==> src/common/pwm_timer_cfg.svh <==
// Offsets, field positions, reset values and counter limits of the PWM timer.
// Assumes inclusion by bare name from the package and the design files.
`ifndef PWM_TIMER_CFG_SVH
`define PWM_TIMER_CFG_SVH

// ----------------------------------------------------------------------------
// Register map
// ----------------------------------------------------------------------------
`define TMR_ADDR_W 3
`define TMR_OFF_MODE 3'h0
`define TMR_OFF_CLKSEL 3'h1
`define TMR_OFF_CMP 3'h2
`define TMR_OFF_CNT 3'h3
`define TMR_OFF_PORT 3'h4

// ----------------------------------------------------------------------------
// Field positions
// ----------------------------------------------------------------------------
`define TMR_PORT_LATCH_BIT 0
`define TMR_PORT_DIR_BIT 1
`define TMR_CLKSEL_W 3

// ----------------------------------------------------------------------------
// Reset values and counter limits
// ----------------------------------------------------------------------------
`define TMR_MODE_RST 8'h00
`define TMR_CLKSEL_RST 3'h0
`define TMR_CMP_RST 8'h00
`define TMR_CNT_ZERO 8'h00
`define TMR_CNT_ONE 8'h01
`define TMR_CNT_PRETOP 8'hfe
`define TMR_CNT_TOP 8'hff
`define TMR_DATA_ZERO 8'h00
`define TMR_LATCH_RST 1'b0
`define TMR_DIR_RST 1'b1

`endif

==> src/common/pwm_timer_pkg.sv <==
// Types shared by the PWM timer design files.
// Assumes pwm_timer_cfg.svh is on the include path.
`include "pwm_timer_cfg.svh"

package pwm_timer_pkg;

  // --------------------------------------------------------------------------
  // Mode control register layout, bit 7 down to bit 0
  // --------------------------------------------------------------------------
  typedef struct packed {
    logic run;
    logic pwm;
    logic [1:0] rsvd;
    logic lvs;
    logic lvr;
    logic lvl;
    logic gate;
  } mode_ctl_t;

  // --------------------------------------------------------------------------
  // Pin control register layout
  // --------------------------------------------------------------------------
  typedef struct packed {
    logic dir;
    logic latch;
  } pin_ctl_t;

endpackage : pwm_timer_pkg

==> src/eight_bit_timer_pwm_output.sv <==
// Eight-bit timer with match-clear and PWM output modes, driving one port pin.
// Assumes a register master on clk_sys with one-cycle strobes and read data one cycle later.
//
// Behaviour
// - Mode 01000001B active high, 01000011B active low.
// - Selecting PWM mode leaves output flip-flop alone.
// - Run bit set starts counter, cleared halts it.
// - Output inactive after start until first overflow.
// - Overflow drives active level until compare match.
// - Match drives inactive until next overflow; repeats.
// - Clearing run bit makes output inactive immediately.
// - Period 256 count clocks, active width N.
// - Write before FFH edge applies next overflow.
// - Write after FFH edge applies second overflow.
// - Start is asynchronous to the count clock.
// - Counter reads come from an increment-updated buffer.
// - Mode bit 6 selects PWM, else match-clear.
// - Mode bit 0 gates the pulse output.
//
// Strobed register access and the placing of the registers were chosen for this implementation.
`timescale 1ns/100ps
`include "pwm_timer_cfg.svh"

module eight_bit_timer_pwm_output #(
  parameter int DIV_W = 7
) (
  input wire logic clk_sys,
  input wire logic rst,
  input wire logic ce,
  input wire logic [`TMR_ADDR_W-1:0] addr,
  input wire logic [7:0] wdata,
  input wire logic wr,
  input wire logic rd,
  output logic [7:0] rdata,
  output logic pulse_output_pin,
  output logic pulse_output_pin_oe
);

  // --------------------------------------------------------------------------
  // State
  // --------------------------------------------------------------------------
  pwm_timer_pkg::mode_ctl_t timer_mode_control_q;
  pwm_timer_pkg::mode_ctl_t mode_wr;
  pwm_timer_pkg::pin_ctl_t pin_ctl_q;
  logic [`TMR_CLKSEL_W-1:0] count_clock_select_q;
  logic [7:0] eight_bit_counter_q;
  logic [7:0] eight_bit_counter_d;
  logic [7:0] read_buf_q;
  logic [7:0] duty_compare_value_q;
  logic [7:0] cmp_stage_q;
  logic [7:0] cmp_act_q;
  logic [7:0] cmp_next;
  logic [7:0] rdata_d;
  logic cmp_pend_q;
  logic cmp_armed_q;
  logic out_ff_q;
  logic out_level;
  logic count_tick;

  // --------------------------------------------------------------------------
  // Decode
  // --------------------------------------------------------------------------
  function automatic logic reg_hit(input logic [`TMR_ADDR_W-1:0] a, input logic [`TMR_ADDR_W-1:0] off);
    return (a == off);
  endfunction : reg_hit

  logic wr_mode;
  logic wr_clksel;
  logic wr_cmp;
  logic wr_port;
  logic running;
  logic pwm_run;
  logic stop_req;
  logic tick_run;
  logic reach_top;
  logic overflow;
  logic clear_match;
  logic buffered_wr;

  assign mode_wr = pwm_timer_pkg::mode_ctl_t'(wdata);
  assign wr_mode = wr & reg_hit(addr, `TMR_OFF_MODE);
  assign wr_clksel = wr & reg_hit(addr, `TMR_OFF_CLKSEL);
  assign wr_cmp = wr & reg_hit(addr, `TMR_OFF_CMP);
  assign wr_port = wr & reg_hit(addr, `TMR_OFF_PORT);
  assign running = timer_mode_control_q.run;
  assign pwm_run = running & timer_mode_control_q.pwm;
  assign stop_req = wr_mode & ~mode_wr.run & running;
  assign tick_run = count_tick & running;
  assign reach_top = tick_run & timer_mode_control_q.pwm & (eight_bit_counter_q == `TMR_CNT_PRETOP);
  assign overflow = tick_run & timer_mode_control_q.pwm & (eight_bit_counter_q == `TMR_CNT_TOP);
  assign clear_match = tick_run & ~timer_mode_control_q.pwm & (eight_bit_counter_q == cmp_act_q);
  assign buffered_wr = wr_cmp & pwm_run;
  assign cmp_next = cmp_armed_q ? cmp_stage_q : cmp_act_q;

  // --------------------------------------------------------------------------
  // Count clock
  // --------------------------------------------------------------------------
  // The divider runs free of the run bit, so the first count edge after a
  // start may come up to one count period late.
  pwm_count_clock #(
    .DIV_W(DIV_W)
  ) u_count_clock (
    .clk_sys(clk_sys),
    .rst(rst),
    .ce(ce),
    .sel(count_clock_select_q),
    .tick(count_tick)
  );

  // --------------------------------------------------------------------------
  // Control registers
  // --------------------------------------------------------------------------
  // The level set and clear bits are write actions and are not stored.
  always_ff @(posedge clk_sys or posedge rst)
  begin
    if (rst)
    begin
      timer_mode_control_q <= pwm_timer_pkg::mode_ctl_t'(`TMR_MODE_RST);
    end
    else if (ce && wr_mode)
    begin
      timer_mode_control_q <= mode_wr;
      timer_mode_control_q.rsvd <= 2'h0;
      timer_mode_control_q.lvs <= 1'b0;
      timer_mode_control_q.lvr <= 1'b0;
    end
  end

  always_ff @(posedge clk_sys or posedge rst)
  begin
    if (rst)
    begin
      count_clock_select_q <= `TMR_CLKSEL_RST;
    end
    else if (ce && wr_clksel)
    begin
      count_clock_select_q <= wdata[`TMR_CLKSEL_W-1:0];
    end
  end

  always_ff @(posedge clk_sys or posedge rst)
  begin
    if (rst)
    begin
      pin_ctl_q.latch <= `TMR_LATCH_RST;
      pin_ctl_q.dir <= `TMR_DIR_RST;
    end
    else if (ce && wr_port)
    begin
      pin_ctl_q.latch <= wdata[`TMR_PORT_LATCH_BIT];
      pin_ctl_q.dir <= wdata[`TMR_PORT_DIR_BIT];
    end
  end

  // --------------------------------------------------------------------------
  // Counter and read buffer
  // --------------------------------------------------------------------------
  always_comb
  begin
    if (clear_match)
    begin
      eight_bit_counter_d = `TMR_CNT_ZERO;
    end
    else
    begin
      eight_bit_counter_d = eight_bit_counter_q + `TMR_CNT_ONE;
    end
  end

  always_ff @(posedge clk_sys or posedge rst)
  begin
    if (rst)
    begin
      eight_bit_counter_q <= `TMR_CNT_ZERO;
    end
    else if (ce)
    begin
      if (stop_req)
      begin
        eight_bit_counter_q <= `TMR_CNT_ZERO;
      end
      else if (tick_run)
      begin
        eight_bit_counter_q <= eight_bit_counter_d;
      end
    end
  end

  // Reads never stall the counter; a read in the increment cycle sees the old value.
  always_ff @(posedge clk_sys or posedge rst)
  begin
    if (rst)
    begin
      read_buf_q <= `TMR_CNT_ZERO;
    end
    else if (ce)
    begin
      if (stop_req)
      begin
        read_buf_q <= `TMR_CNT_ZERO;
      end
      else if (tick_run)
      begin
        read_buf_q <= eight_bit_counter_d;
      end
    end
  end

  // --------------------------------------------------------------------------
  // Compare buffering
  // --------------------------------------------------------------------------
  always_ff @(posedge clk_sys or posedge rst)
  begin
    if (rst)
    begin
      duty_compare_value_q <= `TMR_CMP_RST;
    end
    else if (ce && wr_cmp)
    begin
      duty_compare_value_q <= wdata;
    end
  end

  // A write in the cycle of the FFH edge counts as after it; the set wins.
  always_ff @(posedge clk_sys or posedge rst)
  begin
    if (rst)
    begin
      cmp_pend_q <= 1'b0;
    end
    else if (ce)
    begin
      if (buffered_wr)
      begin
        cmp_pend_q <= 1'b1;
      end
      else if (reach_top || stop_req)
      begin
        cmp_pend_q <= 1'b0;
      end
    end
  end

  always_ff @(posedge clk_sys or posedge rst)
  begin
    if (rst)
    begin
      cmp_armed_q <= 1'b0;
      cmp_stage_q <= `TMR_CMP_RST;
    end
    else if (ce)
    begin
      if (stop_req)
      begin
        cmp_armed_q <= 1'b0;
      end
      else if (reach_top)
      begin
        cmp_armed_q <= cmp_pend_q;
        cmp_stage_q <= duty_compare_value_q;
      end
      else if (overflow)
      begin
        cmp_armed_q <= 1'b0;
      end
    end
  end

  // Outside a PWM run there is no overflow to wait for, so writes apply at once.
  always_ff @(posedge clk_sys or posedge rst)
  begin
    if (rst)
    begin
      cmp_act_q <= `TMR_CMP_RST;
    end
    else if (ce)
    begin
      if (wr_cmp && !pwm_run)
      begin
        cmp_act_q <= wdata;
      end
      else if (stop_req)
      begin
        cmp_act_q <= duty_compare_value_q;
      end
      else if (overflow && cmp_armed_q)
      begin
        cmp_act_q <= cmp_stage_q;
      end
    end
  end

  // --------------------------------------------------------------------------
  // Output flip-flop
  // --------------------------------------------------------------------------
  // In PWM mode the flip-flop holds active, not the pin level. A zero compare
  // never goes active, which keeps the output from staying active for the whole period.
  always_ff @(posedge clk_sys or posedge rst)
  begin
    if (rst)
    begin
      out_ff_q <= 1'b0;
    end
    else if (ce)
    begin
      if (stop_req && timer_mode_control_q.pwm)
      begin
        out_ff_q <= 1'b0;
      end
      else if (wr_mode && mode_wr.lvs && !mode_wr.lvr)
      begin
        out_ff_q <= 1'b0;
      end
      else if (wr_mode && mode_wr.lvr && !mode_wr.lvs)
      begin
        out_ff_q <= 1'b1;
      end
      else if (overflow)
      begin
        out_ff_q <= (cmp_next != `TMR_CNT_ZERO);
      end
      else if (tick_run && timer_mode_control_q.pwm && eight_bit_counter_d == cmp_act_q)
      begin
        // Clearing on the count edge that reaches N keeps the width at N ticks.
        out_ff_q <= 1'b0;
      end
      else if (clear_match && timer_mode_control_q.lvl)
      begin
        out_ff_q <= ~out_ff_q;
      end
    end
  end

  // --------------------------------------------------------------------------
  // Pin drive
  // --------------------------------------------------------------------------
  // The latch ORs onto the timer output, which is why it must be cleared first.
  always_comb
  begin
    if (timer_mode_control_q.pwm)
    begin
      out_level = out_ff_q ^ timer_mode_control_q.lvl;
    end
    else
    begin
      out_level = out_ff_q;
    end
  end

  always_ff @(posedge clk_sys or posedge rst)
  begin
    if (rst)
    begin
      pulse_output_pin <= 1'b0;
      pulse_output_pin_oe <= 1'b0;
    end
    else if (ce)
    begin
      pulse_output_pin <= pin_ctl_q.latch | (timer_mode_control_q.gate & out_level);
      pulse_output_pin_oe <= ~pin_ctl_q.dir;
    end
  end

  // --------------------------------------------------------------------------
  // Register read
  // --------------------------------------------------------------------------
  always_comb
  begin
    rdata_d = `TMR_DATA_ZERO;
    if (reg_hit(addr, `TMR_OFF_MODE))
    begin
      rdata_d = timer_mode_control_q;
    end
    else if (reg_hit(addr, `TMR_OFF_CLKSEL))
    begin
      rdata_d = {5'h00, count_clock_select_q};
    end
    else if (reg_hit(addr, `TMR_OFF_CMP))
    begin
      rdata_d = duty_compare_value_q;
    end
    else if (reg_hit(addr, `TMR_OFF_CNT))
    begin
      rdata_d = read_buf_q;
    end
    else if (reg_hit(addr, `TMR_OFF_PORT))
    begin
      rdata_d = {6'h00, pin_ctl_q};
    end
  end

  // Read data stands only in the cycle after the strobe and is zero otherwise.
  always_ff @(posedge clk_sys or posedge rst)
  begin
    if (rst)
    begin
      rdata <= `TMR_DATA_ZERO;
    end
    else if (ce)
    begin
      rdata <= rd ? rdata_d : `TMR_DATA_ZERO;
    end
  end

endmodule : eight_bit_timer_pwm_output

==> src/pwm_count_clock.sv <==
// Count clock generator: one-cycle tick at clk_sys divided by two to the select.
// Assumes a free-running divider; the tick phase is unrelated to counter start.
`timescale 1ns/100ps
`include "pwm_timer_cfg.svh"

module pwm_count_clock #(
  parameter int DIV_W = 7
) (
  input wire logic clk_sys,
  input wire logic rst,
  input wire logic ce,
  input wire logic [`TMR_CLKSEL_W-1:0] sel,
  output logic tick
);

  logic [DIV_W-1:0] div_q;
  logic [DIV_W-1:0] mask;

  // --------------------------------------------------------------------------
  // Divider mask
  // --------------------------------------------------------------------------
  function automatic logic [DIV_W-1:0] sel_mask(input logic [`TMR_CLKSEL_W-1:0] s);
    logic [DIV_W-1:0] m;
    m = '0;
    for (int i = 0; i < DIV_W; i++)
    begin
      m[i] = (i < int'(s));
    end
    return m;
  endfunction : sel_mask

  assign mask = sel_mask(sel);

  // The divider never stops, so a start lands anywhere inside a count period.
  always_ff @(posedge clk_sys or posedge rst)
  begin
    if (rst)
    begin
      div_q <= '0;
    end
    else if (ce)
    begin
      div_q <= div_q + {{(DIV_W-1){1'b0}}, 1'b1};
    end
  end

  always_ff @(posedge clk_sys or posedge rst)
  begin
    if (rst)
    begin
      tick <= 1'b0;
    end
    else if (ce)
    begin
      tick <= ((div_q & mask) == mask);
    end
  end

endmodule : pwm_count_clock

==> config.mk <==
export PLATFORM = sky130hd
export DESIGN_NAME = eight_bit_timer_pwm_output
export DESIGN_NICKNAME = d
export VERILOG_FILES = /design/src/common/pwm_timer_pkg.sv /design/src/eight_bit_timer_pwm_output.sv /design/src/pwm_count_clock.sv
export VERILOG_INCLUDE_DIRS = /design/src /design/src/common
export SDC_FILE = /design/constraint.sdc
export NUM_CORES = 1
export LEC_CHECK = 0
export ABC_CLOCK_PERIOD_IN_PS = 3800
export CAP_MARGIN = 20
export CORE_AREA = 2 2 84 86
export CTS_CLUSTER_DIAMETER = 150
export DETAILED_ROUTE_END_ITERATION = 6
export DIE_AREA = 0 0 86 88
export DONT_BUFFER_PORTS = 1
export PLACE_DENSITY = 0.69
export SLEW_MARGIN = 20
export SYNTH_ARGS = -nofsm -noshare
export SYNTH_HDL_FRONTEND = slang
export SYNTH_SLANG_ARGS = --single-unit
==> constraint.sdc <==
create_clock -name clk_sys -period 3.8 [get_ports clk_sys]
set_input_delay 0.76 -clock clk_sys [delete_from_list [all_inputs] [get_ports clk_sys]]
set_output_delay 0.76 -clock clk_sys [all_outputs]
set_load 0.03 [all_outputs]
== After elaboration in Yosys (flattened, before gate mapping) ==
Cells that the tools add are included.
W data, S select, Z words.
Storage, ports and cells
  word-level logic and storage cells: 116
  output and inout bits: 10
  flip-flop bits (word level): 62
  input bits: 16
Operators by class
  add/sub/neg operators: 2
  bitwise operators: 23
  reductions and logical operators: 31
  magnitude comparators: 7
  eq/ne operators: 9
  muxes and demuxes: 25
Operators with widths (number)
  $mux W8: 12
  $eq A8 B8 Y1: 2
  $eq A8 B8 Y1 const B: 2
  $and A1 B1 Y1: 15
  $logic_and A1 B1 Y1: 14
  $mux W1: 12
  $reduce_and A2 Y1: 5
  $lt A3 B3 Y1 const A: 3
  $add A8 B1 Y8 const B: 1
  $reduce_bool A8 Y1: 1
  $add A7 B1 Y7 const B: 1
  $and A7 B7 Y7: 1
  $eq A7 B7 Y1: 1
  $eq A3 B2 Y1 const B: 2
  $lt A1 B3 Y1 const A: 2
  $lt A2 B3 Y1 const A: 2
  $reduce_bool A3 Y1: 2
  $reduce_bool A6 Y1: 1
  $not A1 Y1: 5
  $reduce_bool A2 Y1: 2
  $eq A3 B1 Y1 const B: 1
  $eq A3 B3 Y1 const B: 1
  $logic_not A1 Y1: 3
  $logic_not A3 Y1: 1
  other kinds (5): 5

== Longest topological paths before layout ==
  depth after elaboration: 11
  mapped depth: 9
  gate-level depth less buffers: 8

== Modules after synthesis ==
Synthesis repeated with hierarchy kept, for this count alone.
Unflattened totals
  cells, all modules: 338
  area, all modules: 3460.8 um2
Modules (own cells, without submodules)
  eight_bit_timer_pwm_output: cells an instance 303, sequential area each 1352.5 um2, instances 1, area an instance 3078.0 um2
  pwm_count_clock: cells an instance 35, sequential area each 200.2 um2, instances 1, area an instance 382.9 um2

== Least setup slack after synthesis ==
No wires, ideal clock.
  kind: in2reg
  start: in addr[0]
  end: reg read_buf_q[4]
  stages: 8
  data required time: 3.724 ns
  setup time: 0.076 ns
  arrival time: 2.201 ns
  setup slack: 1.522 ns
  buffers on the path: 2
  path through: buf_2 -> nor4b_2 -> and3b_1 -> buf_2 -> o21a_2 -> nand3_2 -> or3_1 -> o21ai_1
Between the ends
  word-level cells in the longest chain between the ends: 6
  elaborated cells between the ends (all ways): 7
  classes of those cells: 1 x mux; 3 x bitwise; 3 x reduce/logical
Ends and longest elaborated chain
  start: declaration: RTL line eight_bit_timer_pwm_output.sv:30  | input wire logic [`TMR_ADDR_W-1:0] addr,
  $logic_not A3 Y1 *: RTL line eight_bit_timer_pwm_output.sv:64  | return (a == off);
  $and A1 B1 Y1 *: RTL line eight_bit_timer_pwm_output.sv:81  | assign wr_mode = wr & reg_hit(addr, `TMR_OFF_MODE);
  $and A1 B1 Y1 * (2 in a row): RTL line eight_bit_timer_pwm_output.sv:87  | assign stop_req = wr_mode & ~mode_wr.run & running;
  $reduce_bool A2 Y1 (no source line)
  $reduce_and A2 Y1 (no source line)
  end signal: assignment: RTL line eight_bit_timer_pwm_output.sv:194  | read_buf_q <= `TMR_CNT_ZERO;
  end signal: assignment: RTL line eight_bit_timer_pwm_output.sv:200  | read_buf_q <= `TMR_CNT_ZERO;
  end signal: assignment: RTL line eight_bit_timer_pwm_output.sv:204  | read_buf_q <= eight_bit_counter_d;
  end: declaration: RTL line eight_bit_timer_pwm_output.sv:48  | logic [7:0] read_buf_q;
Every way passes the cells marked *; elsewhere a longest branch is shown, timed or not.
A chain may end at the register's enable or synchronous reset.

==> flow_metrics.py <==
metrics = {
    "outcome": {
        "status": "complete, no violations",
    },
    "synth": {
        "synthAdderAreaFrac": 0.0105,
        "ys_seq_area_frac": 0.436,
        "ys_warn_count": 0,
        "synth_edf_count": 0,
        "syn_avg_cell_area_um2": 9.94,
        "synth.ff_latch_count": 62,
        "syn_nets": 377,
        "synthCells": 358,
        "synth_ff_type": "dfrtp_1",
        "muxShareOfSynthArea": 0.133,
        "mappedNetlistArea_um2": 3560,
        "async_flop_share": 1.00,
        "synthSimpleGateAreaFrac": 0.172,
        "ys_types": 60,
        "synth-xor-area-share": 0.0510,
        "synth_top_family_by_area": "simple AND/OR/NAND/NOR gates",
        "synth_compound_area_frac": 0.152,
    },
    "timing": {
        "setup_tns_ps": 0,
        "slew_headroom": 0.447,
        "rsz0062_at_grt": "no",
        "worst_pin_slew_ps": 824,
        "slew_violations": 0,
        "fmax_mhz": 382,
        "fin_skew_ps": 12.9,
        "worst_slack_ps": 1180,
        "fin_crit_sh": 0.689,
        "setup_viol": 0,
        "period_needed_ps": 2620,
        "hold_viol": 0,
    },
    "power": {
        "seq_power_share": 0.477,
        "switchingPower_mw": 0.702,
        "ir_drop_mv": 0.318,
        "p_int_mw": 1.40,
        "leakage_nw": 1.60,
        "p_total_mw": 2.11,
        "power_density_nw_per_um2": 553,
        "power.share.clock": 0.313,
        "pwr-share-comb": 0.210,
        "switching_share": 0.333,
    },
    "clock_network": {
        "clk_pin_slew_ps": 80,
        "cts_tree": "built",
        "postCtsSetupRepairBufs": 0,
        "cts_root_buffer": "clkbuf_8",
        "cts_resized": 0,
        "insertion_delay_ps": 350,
        "ctsHoldBuffers": 0,
        "cts.sinks": 62,
        "clockBufferDepth": 2,
        "cts_buffers": 9,
        "htree_levels": 3,
    },
    "placed_design": {
        "dpl.hpwl_um": 5970,
        "portBuffers": 0,
        "preCtsSetupSlack_ps": 1160,
        "gp_congestion": 0.843,
    },
    "critical_path": {
        "worst_setup_path_start_kind": "flop",
        "worstPathMaxFanout": 10,
        "r2r_start": "read_buf_q[0]",
        "cp.required_ps": 4010,
        "r2r_end": "out_ff_q",
        "path_class": "flop to flop",
        "setup.worst_path.start": "read_buf_q[0]",
        "worstPathArrival_ps": 2830,
        "rr_worst_depth": 8,
        "worstSetupEndpointType": "flop",
        "r2r_setup_slack_ps": 1180,
    },
    "floorplan": {
        "rows": 30,
        "die_height_um": 88,
        "core-area_um2": 6640,
        "die_area_um2": 7570,
        "start_util": 0.536,
        "pin_count": 26,
        "fp.dieW_um": 86,
    },
    "cells_and_area": {
        "area_growth_pct": 7.10,
        "n_antenna_cell": 0,
        "fin_nets": 372,
        "drive_above_1_share": 0.201,
    },
    "grt": {
        "grt_pass1_vias": 2714,
        "grt_max_degree": 36,
        "overflow": 0,
        "grt_pass1_wl_um": 13300,
        "antenna_found_initial": 0,
        "grt.total_usage": 0.230,
    },
    "routing": {
        "antenna_left": 0,
        "dr_total_vias": 2713,
        "routed_via_density": 6.19,
        "wire_per_inst_um": 18.8,
        "wirelength_um": 8250,
        "first_pass_iters": 4,
        "drcViolationCount": 0,
        "drtIter0Drc": 203,
    },
    "worst_hold_path": {
        "hold_class": "primary input to async pin",
    },
    "run": {
        "drv_cap": 0,
    },
}
[cells in the final DEF, fill, tap and decap left out, drive strengths merged, types with 4 or more instances in the layout]
cell type / n
a21oi: 11
clkbuf: 10
xnor2: 14
nor2b: 5
o22ai: 8
nor3: 9
xor2: 5
o21ai: 18
o31ai: 4
nand3: 16
mux2: 35
dfrtp: 61
nor2: 21
nand4: 8
or3: 5
mux2i: 8
inv: 19
nor4: 4
nand2: 39
a31oi: 9
[routing by layer]
| layer | wire length [um] | share of wire | up-vias | global-route usage |
|---|---|---|---|---|
| met4 | 213 | 0.026 | 0 | 0.113 |
| met1 | 3640 | 0.44 | 1317 | 0.308 |
| met2 | 3800 | 0.46 | 88 | 0.347 |
| met3 | 599 | 0.073 | 23 | 0.0641 |
| li1 | - | - | 1285 | - |
| met5 | 0 | 0 | - | 0 |
[stage by stage]
step | area (um2) | cells | util | hold slack (ps)
2_1_floorplan | 3560 | 358 | - | 437
3_3_place_gp | 3580 | 422 | 0.539 | 466
3_5_place_dp | 3580 | 422 | 0.539 | 466
4_1_cts | 3810 | 438 | 0.574 | 428
5_1_grt | 3810 | 438 | 0.574 | 455
6_report | 3810 | 438 | 0.574 | 402
[critical path: stages (launching register included)]
cell       delay, ps
dfrtp_1          620
inv_1             90
ha_1             360
a22oi_1          190
nand3_1          130
a221o_1          300
a221o_1          310
a2111oi_4        360
o221ai_2         130
[registers in the layout, indices dropped and copies added, names as in the netlist, 2 cells and up]
| register | count |
|---|---|
| cmp_stage_q | 8 |
| rdata | 8 |
| duty_compare_value_q | 8 |
| count_clock_select_q | 3 |
| u_count_clock.div_q | 7 |
| cmp_act_q | 8 |
| pin_ctl_q | 2 |
| timer_mode_control_q | 3 |
| read_buf_q | 8 |
[Yosys cell counts, drive strengths merged, types with 2 or more instances]
cell / instances / area (um2)
a21oi: 11 / 55.1
a221o: 3 / 30.0
a22o: 3 / 26.3
a22oi: 3 / 22.5
a31oi: 9 / 56.3
and3b: 3 / 27.5
buf: 11 / 67.6
clkbuf: 7 / 26.3
dfrtp: 61 / 1530
ha: 3 / 37.5
inv: 18 / 67.6
mux2: 35 / 394
mux2i: 8 / 80.1
nand2: 39 / 146
nand3: 16 / 95.1
nand3b: 2 / 15.0
nand4: 8 / 56.3
nor2: 21 / 78.8
nor2b: 5 / 31.3
nor3: 9 / 50.1
nor4: 4 / 25.0
o21a: 3 / 23.8
o21ai: 18 / 93.8
o21bai: 2 / 15.0
o22a: 2 / 17.5
o22ai: 8 / 50.1
o31ai: 4 / 30.0
or2: 2 / 12.5
or3: 5 / 36.3
xnor2: 14 / 138
xor2: 5 / 43.8
[power by group through the flow]
stage / logic, mW / registers [mW] / clock network, mW
6_report: 0.442 / 1.00 / 0.659
5_1_grt: 0.498 / 1.03 / 0.697
4_1_cts: 0.447 / 1.00 / 0.669
3_5_place_dp: 0.447 / 1.01 / 0
3_3_place_gp: 0.432 / 1.01 / 0
2_1_floorplan: 0.441 / 0.910 / 0
[final cells by class]
type,instances,area (um2)
Inverter,18,67.6
Clock buffer,10,138
Timing Repair Buffer,2,15.0
Multi-Input combinational cell,260,1840
Tap cell,80,100
Sequential cell,62,1550
Fill cell,582,2830
Clock inverter,6,93.8
[how the worst max path moves through the flow]
stage | endpoint | cells after the start | slack (ps)
finish | out_ff_q | 8 | 1180
global route | out_ff_q | 7 | 1040
CTS | out_ff_q | 8 | 1210
detailed placement | read_buf_q[4] | 6 | 1160
global placement | out_ff_q | 8 | 1200
floorplan | cmp_act_q[0] | 1 | 1500
[logic make-up (layout without fill, tap and decap cells)]
family,Yosys count,after routing
simple gates,118,118
mux,43,43
xor+xnor,19,19
fa+ha+maj,3,3
flops,62,62
buf+inv,36,36
compound gates,77,77
Power figures use the tool's default switching activity.
